===== src/rtl/rdf_cfg.svh =====
`ifndef RDF_CFG_SVH
`define RDF_CFG_SVH

// Seven-bit bus address, A7..A1 = 1001101
`define RDF_BUS_ADDR        7'h4D
// Command code that selects the diode fault status register
`define RDF_FAULT_CMD       8'h36
// Fault register reset value
`define RDF_FAULT_RST       8'h00
// Field positions of the fault register
`define RDF_FAULT_LSB       1
`define RDF_RSVD_LO_BIT     0
`define RDF_RSVD_HI_BIT     7
// Byte returned for a command that selects no register here
`define RDF_UNMAPPED_DATA   8'h00
// Dwell time of one measurement slot, and core clock period
`define RDF_SLOT_TIME_NS    1000
`define RDF_CLK_PERIOD_NS   10
`define RDF_SLOT_CYCLES     (`RDF_SLOT_TIME_NS / `RDF_CLK_PERIOD_NS)

`endif


===== src/rtl/rdf_pkg.sv =====
package rdf_pkg;

  // Bus slave states
  typedef enum logic [2:0] {
    RDF_ST_IDLE    = 3'b000,
    RDF_ST_ADDR    = 3'b001,
    RDF_ST_ADDR_AK = 3'b010,
    RDF_ST_CMD     = 3'b011,
    RDF_ST_CMD_AK  = 3'b100,
    RDF_ST_TX      = 3'b101,
    RDF_ST_TX_AK   = 3'b110,
    RDF_ST_IGNORE  = 3'b111
  } rdf_state_t;

  // Bus pins as seen from the device
  typedef struct packed {
    logic scl;
    logic sda;
  } rdf_bus_pins_t;

  // Per-channel diode comparator levels from the front end
  typedef struct packed {
    logic [5:0] diode_open;
    logic [5:0] anode_high;
  } rdf_diode_flags_t;

endpackage


===== src/rtl/rdf_fault_status.sv =====
// Operation
// - Channel 1 open/anode-high sets bit 1
// - Channel 2 open/anode-high sets bit 2
// - Channel 3 open/anode-high sets bit 3
// - Channel 4 open/anode-high sets bit 4
// - Channel 5 open/anode-high sets bit 5
// - Channel 6 open/anode-high sets bit 6
// - Answer only bus address 1001101
// - Sequencer skips channels with diode fault
`include "rdf_cfg.svh"

module rdf_fault_status
  import rdf_pkg::*;
#(
  parameter int N_CH = 6
) (
  input  wire logic             i_core_clk,
  input  wire logic             i_rst_n,
  input  wire rdf_bus_pins_t    i_bus,
  input  wire rdf_diode_flags_t i_diode,
  output logic                  o_sda_out,
  output logic                  o_sda_oe,
  output logic [7:0]            o_fault_status,
  output logic [2:0]            o_meas_chan,
  output logic                  o_meas_start
);

  // Register has room for six remote channels only
  if (N_CH != 6)
    $error("rdf_fault_status: N_CH must be 6");

  logic [1:0]      pin_s1_r;    // Bus pin sync, first stage
  logic [1:0]      pin_s2_r;    // Bus pin sync, second stage
  logic [1:0]      pin_d_r;     // Previous synced pins
  logic [11:0]     dio_s1_r;    // Diode flag sync, first stage
  logic [11:0]     dio_s2_r;    // Diode flag sync, second stage
  logic [7:0]      fault_r;     // Diode fault status register
  wire  [7:0]      fault_nxt;   // Next fault register value
  rdf_state_t      st_r;        // Slave state
  rdf_state_t      st_nxt;      // Next slave state
  logic [3:0]      cnt_r;       // Bit counter
  logic [7:0]      sh_r;        // Shift register
  logic [7:0]      ptr_r;       // Command pointer
  logic            ack_ok_r;    // Master acked last byte

  wire scl      = pin_s2_r[1];
  wire sda      = pin_s2_r[0];
  wire scl_rise = scl && !pin_d_r[1];
  wire scl_fall = !scl && pin_d_r[1];
  wire start_c  = scl && pin_d_r[1] && !sda && pin_d_r[0];
  wire stop_c   = scl && pin_d_r[1] && sda && !pin_d_r[0];
  wire byte_end = scl_fall && cnt_r == 4'h8;
  wire addr_hit = sh_r[7:1] == `RDF_BUS_ADDR;
  wire [7:0] rd_data = (ptr_r == `RDF_FAULT_CMD) ? fault_r
                                                 : `RDF_UNMAPPED_DATA;
  wire [5:0] chan_fault = dio_s2_r[11:6] | dio_s2_r[5:0];

  // Two-stage synchronisers for pins and front-end flags
  always_ff @(posedge i_core_clk) begin
    if (!i_rst_n) begin
      pin_s1_r <= 2'h3;
      pin_s2_r <= 2'h3;
      pin_d_r  <= 2'h3;
      dio_s1_r <= 12'h000;
      dio_s2_r <= 12'h000;
    end else begin
      pin_s1_r <= {i_bus.scl, i_bus.sda};
      pin_s2_r <= pin_s1_r;
      pin_d_r  <= pin_s2_r;
      dio_s1_r <= {i_diode.diode_open, i_diode.anode_high};
      dio_s2_r <= dio_s1_r;
    end
  end

  // Next fault bits per channel, reserved bits held low
  for (genvar g = 0; g < N_CH; g++) begin : g_fault
    // Open or anode high
    assign fault_nxt[g + `RDF_FAULT_LSB] = chan_fault[g];

  end
  assign fault_nxt[`RDF_RSVD_LO_BIT] = 1'b0;
  assign fault_nxt[`RDF_RSVD_HI_BIT] = 1'b0;

  // Whole fault register in one flop bank, cleared at reset
  always_ff @(posedge i_core_clk) begin
    if (!i_rst_n) begin
      fault_r <= `RDF_FAULT_RST;
    end else begin
      fault_r <= fault_nxt;
    end
  end

  // Next slave state
  always_comb begin
    st_nxt = st_r;
    if (stop_c) begin
      st_nxt = RDF_ST_IDLE;
    end else if (start_c) begin
      st_nxt = RDF_ST_ADDR;
    end else if (scl_fall) begin
      unique case (st_r)
        RDF_ST_ADDR: begin
          if (cnt_r == 4'h8) begin
            // Foreign address: stay off the bus
            st_nxt = addr_hit ? RDF_ST_ADDR_AK : RDF_ST_IGNORE;
          end
        end
        RDF_ST_ADDR_AK: begin
          st_nxt = sh_r[0] ? RDF_ST_TX : RDF_ST_CMD;
        end
        RDF_ST_CMD: begin
          if (cnt_r == 4'h8) begin
            st_nxt = RDF_ST_CMD_AK;
          end
        end
        RDF_ST_CMD_AK: begin
          st_nxt = RDF_ST_IGNORE;
        end
        RDF_ST_TX: begin
          if (cnt_r == 4'h8) begin
            st_nxt = RDF_ST_TX_AK;
          end
        end
        RDF_ST_TX_AK: begin
          st_nxt = ack_ok_r ? RDF_ST_TX : RDF_ST_IGNORE;
        end
        RDF_ST_IDLE,
        RDF_ST_IGNORE: begin
          st_nxt = st_r;
        end
      endcase
    end
  end

  // State, shifter and data pin driver
  always_ff @(posedge i_core_clk) begin
    if (!i_rst_n) begin
      st_r      <= RDF_ST_IDLE;
      cnt_r     <= 4'h0;
      sh_r      <= 8'h00;
      ptr_r     <= 8'h00;
      ack_ok_r  <= 1'b0;
      o_sda_oe  <= 1'b0;
      o_sda_out <= 1'b0;
    end else begin
      st_r      <= st_nxt;
      o_sda_out <= 1'b0;
      if (stop_c || start_c) begin
        // Bus conditions release the line
        cnt_r    <= 4'h0;
        o_sda_oe <= 1'b0;
      end else if (scl_rise) begin
        // Sample receive bits and master ack
        if (st_r == RDF_ST_ADDR || st_r == RDF_ST_CMD) begin
          sh_r  <= {sh_r[6:0], sda};
          cnt_r <= cnt_r + 4'h1;
        end
        if (st_r == RDF_ST_TX_AK) begin
          ack_ok_r <= !sda;
        end
      end else if (scl_fall) begin
        unique case (st_nxt)
          RDF_ST_ADDR_AK,
          RDF_ST_CMD_AK: begin
            // Drive ack low
            o_sda_oe <= 1'b1;
            cnt_r    <= 4'h0;
            if (st_r == RDF_ST_CMD) begin
              ptr_r <= sh_r;
            end
          end
          RDF_ST_TX: begin
            // Shift out, reload at byte start
            if (st_r != RDF_ST_TX) begin
              o_sda_oe <= !rd_data[7];
              sh_r     <= {rd_data[6:0], 1'b0};
              cnt_r    <= 4'h1;
            end else begin
              o_sda_oe <= !sh_r[7];
              sh_r     <= {sh_r[6:0], 1'b0};
              cnt_r    <= cnt_r + 4'h1;
            end
          end
          default: begin
            o_sda_oe <= 1'b0;
            if (st_r != st_nxt) begin
              cnt_r <= 4'h0;
            end
          end
        endcase
      end
    end
  end

  assign o_fault_status = fault_r;

  // Measurement sequencer, skipping faulty diodes
  rdf_sequencer #(
    .N_CH     (N_CH),
    .SLOT_CYC (`RDF_SLOT_CYCLES)
  ) u_seq (
    .i_core_clk (i_core_clk),
    .i_rst_n    (i_rst_n),
    .i_fault    (fault_r[N_CH:`RDF_FAULT_LSB]),
    .o_chan     (o_meas_chan),
    .o_start    (o_meas_start)
  );
endmodule


===== src/rtl/rdf_sequencer.sv =====
`include "rdf_cfg.svh"

// Steps the measurement slot through local and remote channels
module rdf_sequencer
  import rdf_pkg::*;
#(
  parameter int N_CH      = 6,
  parameter int SLOT_CYC  = `RDF_SLOT_CYCLES
) (
  input  wire logic            i_core_clk,
  input  wire logic            i_rst_n,
  input  wire logic [N_CH-1:0] i_fault,
  output logic [2:0]           o_chan,
  output logic                 o_start
);

  // Elaboration check on sizes
  if (N_CH < 1 || N_CH > 6 || SLOT_CYC < 2 || SLOT_CYC > 65536)
    $error("rdf_sequencer: unsupported N_CH or SLOT_CYC");

  logic [15:0]     cnt_r;     // Slot timer
  logic [2:0]      next_chan; // Next channel to visit
  logic [N_CH-1:0] fault_d_r; // Helper copy for checking

  // Next channel, skipping remote channels flagged faulty
  function automatic logic [2:0] pick_next(input logic [2:0] cur,
                                           input logic [N_CH-1:0] flt);
    logic [2:0] c;
    logic       found;
    c     = cur;
    found = 1'b0;
    for (int k = 0; k <= N_CH; k++) begin
      if (!found) begin
        c = (c == 3'(N_CH)) ? 3'h0 : 3'(c + 3'h1);
        // Local channel is always measured
        if (c == 3'h0 || !flt[c - 3'h1]) begin
          found = 1'b1;
        end
      end
    end
    return c;
  endfunction

  assign next_chan = pick_next(o_chan, i_fault);

  // Slot timer and channel step
  always_ff @(posedge i_core_clk) begin
    if (!i_rst_n) begin
      cnt_r     <= 16'h0000;
      o_chan    <= 3'h0;
      o_start   <= 1'b0;
      fault_d_r <= '0;
    end else begin
      fault_d_r <= i_fault;
      o_start   <= (cnt_r == 16'(SLOT_CYC - 1));
      if (cnt_r == 16'(SLOT_CYC - 1)) begin
        cnt_r  <= 16'h0000;
        o_chan <= next_chan;
      end else begin
        cnt_r  <= cnt_r + 16'h0001;
      end
    end
  end
endmodule

===== config.mk =====
export PLATFORM = sky130hd
export DESIGN_NAME = rdf_fault_status
export DESIGN_NICKNAME = d
export VERILOG_FILES = /design/src/rtl/rdf_pkg.sv /design/src/rtl/rdf_fault_status.sv /design/src/rtl/rdf_sequencer.sv
export VERILOG_INCLUDE_DIRS = /design/src /design/src/rtl
export SDC_FILE = /design/constraint.sdc
export NUM_CORES = 1
export LEC_CHECK = 0
export ABC_AREA = 1
export BUFFER_PORTS_ARGS = -buffer_cell sky130_fd_sc_hd__buf_2
export CAP_MARGIN = 5
export CORE_ASPECT_RATIO = 0.8
export CORE_MARGIN = 2
export CORE_UTILIZATION = 58
export DETAILED_ROUTE_END_ITERATION = 10
export GPL_ROUTABILITY_DRIVEN = 0
export PLACE_DENSITY = 0.8
export SLEW_MARGIN = 20
export SYNTH_ARGS = -nofsm -noshare
export SYNTH_HDL_FRONTEND = slang
export SYNTH_SLANG_ARGS = --single-unit

===== constraint.sdc =====
create_clock -name i_core_clk -period 14.2 [get_ports i_core_clk]
set_input_delay 1.42 -clock i_core_clk [delete_from_list [all_inputs] [get_ports i_core_clk]]
set_output_delay 1.42 -clock i_core_clk [all_outputs]
set_load 0.02 [all_outputs]

==> results.tsv <==
metric	value	unit
io_buffer_count	26	
drt_iter0_drc	345	
dp.cells	806	
drt_wl_total	9900	µm
clk_latency	350	ps
drc_errors	0	
seq_area	1620	µm²
hold_path_class	register to register	
grt_pass1_wl	17000	µm
met1_length	4520	µm
crit_fanout	7	
max_stage_delay	470	ps
critical-path-slowest-cell	o21ai_0	
relSlewSlack	54.7	%
grt_pass1_vias	3868	
worst_path_most_repeated_cell	nand2_1	
power.static_leakage	0.00239	µW
min_period	5510	ps
post_cts_buffers	0	
cp-end-kind	register	
synth_area	4680	µm²
most-common-layout-cells	nand2_1 (155), inv_1 (96), dfxtp_1 (81)	
peakVddDrop	0.0814	mV
ctsResizeCount	0	
layout-drive-gt1-share	15.4	%
synth_warnings	0	
cp-start-kind	register	
required	14440	ps
fillCellCount	698	
final_util	64.7	%
track_usage	23.1	%
multi_input_area	2600	µm²
power.density	90.8	nW/µm²
avgSynthCellArea	6.84	µm²
ios	30	
clkTransAtPathRegs	80	ps
cts_tree	yes	
dieHeight	84.3	µm
met2WireLength	4560	µm
cts_sinks	81	
setup_violations	0	
dr.pass1.iters	5	
cts_max_level	3	
grt_setup_unrepaired	no	
tightestPinTransition	680	ps
vias_per_cell	5.28	
die_area	8810	µm²
row_count	29	
grt_max_degree	44	
diodes	0	
fin_skew	9.08	ps
final_common_cell	nand2_1	
ff2ff_setup_slack	8690	ps
vias	4341	
yosysUniqueCellTypes	42	
wl_met3	666	µm
place_hpwl	7250	µm
clock.fmax	181	MHz
drv_slew	0	
wl_per_cell	12.0	µm
cap_violations	0	
ant_nets	0	
core_region_area	7870	µm²
antenna_found_initial	0	
yosysSeqAreaShare	34.7	%
area_delta_synth_final	8.88	%
hold_violations	0	
numCtsBuffers	9	
synth_cells	684	
final_cells	822	
nets	744	
die_w	104	µm
ys_ff_latch	81	
cp.arrival	5750	ps
fin_crit_sh	38.8	%
holdBufCountCts	0	
crit_type	register to register	
status	finished, final reports clean	
clock_tree.root_cell	clkbuf_8	
clock_path_buffers	2	
start_util	59.4	%
tns	0	ps
top_layer	met4	
overflow	0	
## metal layers
metal	GRT usage, %	vias to the layer above
li1	-	2245
met1	30.3	1916
met2	38.8	159
met3	3.73	21
met4	8.11	0
met5	0	-
## state kept, by name (all words and copies together) (netlist names)
| signal | cells |
|---|---|
| sh_r | 8 |
| o_fault_status | 6 |
| ptr_r | 8 |
| dio_s1_r | 12 |
| dio_s2_r | 12 |
| cnt_r | 4 |
| pin_d_r | 2 |
| pin_s2_r | 2 |
| st_r | 3 |
| u_seq.o_chan | 3 |
| pin_s1_r | 2 |
| ack_ok_r | 1 |
| u_seq.cnt_r | 16 |
| o_sda_oe | 1 |
| u_seq.o_start | 1 |
## worst paths after layout
kind	startpoint	end	depth (start not counted)
worst min register to register	pin_s1_r[0]	pin_s2_r[0]	1
worst max register to register	u_seq.o_chan[0]	u_seq.o_chan[2]	37
worst min-delay path	pin_s1_r[0]	pin_s2_r[0]	1
worst max-delay path	u_seq.o_chan[0]	u_seq.o_chan[2]	37
## critical path: cells and delay by family, from the launching register on
kind	cells	cell delay [ps]
buf+inv	6	630
compound gates	4	1000
fa+ha+maj	4	1160
flops	1	390
simple gates	23	2260
## Yosys cell counts, drive strengths merged
cell type,n,area share (%)
a2111oi,1,0.19
a211oi,4,0.64
a21boi,1,0.16
a21oi,35,4.2
a221oi,1,0.19
a311o,1,0.21
a31oi,2,0.27
buf,3,0.48
clkbuf,12,0.96
clkinv,1,0.080
conb,1,0.080
dfxtp,81,35
ha,19,5.1
inv,104,8.4
nand2,192,19
nand3,70,8.4
nand3b,2,0.32
nand4,7,0.94
nor2,64,5.7
nor3,17,1.8
nor3b,3,0.48
nor4,4,0.53
o211ai,2,0.32
o21ai,37,4.1
o221ai,1,0.19
o22ai,8,1.1
o31ai,1,0.16
or2,7,0.94
or3,1,0.13
xor2,2,0.37
## metrics by stage
step | area, µm² | hold WS, ps | worst slack (ps) | power, µW
3_3_place_gp | 4890 | 394 | 9080 | 293
5_1_grt | 5090 | 441 | 8150 | 484
6_report | 5090 | 412 | 8690 | 462
2_1_floorplan | 4690 | 390 | 9290 | 283
4_1_cts | 5090 | 417 | 8770 | 465
3_5_place_dp | 4890 | 399 | 8790 | 295
## final cells by class
| type | instances | area share [%] |
|---|---|---|
| clock buffer | 11 | 2.78 |
| multi-input combinational | 485 | 51.1 |
| sequential | 81 | 31.8 |
| clock inverter | 5 | 1.20 |
| inverter | 105 | 7.78 |
| tap | 108 | 2.65 |
| timing repair buffer | 27 | 2.70 |
## power breakdown
group	total [µW]	leakage, µW	switching [µW]	internal, µW
Combinational	52.9	0.00163	35.4	17.5
Sequential	238	0.000661	4.68	233
Clock	172	0.000104	84.3	87.5
Total	462	0.00239	124	338
## logic make-up (layout without fill, tap and decap cells)
| group | count (synthesis) | in the layout | synth area share [%] |
|---|---|---|---|
| AND/OR/NAND/NOR | 367 | 367 | 38.2 |
| other | 1 | 3 | 0.0801 |
| flip-flops | 81 | 81 | 34.7 |
| buffers and inverters | 120 | 148 | 9.92 |
| AO/OA/AOI/OAI | 94 | 94 | 11.7 |
| XOR/XNOR | 2 | 2 | 0.374 |
| adder cells (fa/ha/maj) | 19 | 19 | 5.08 |
(Power assumes the default switching activity.)
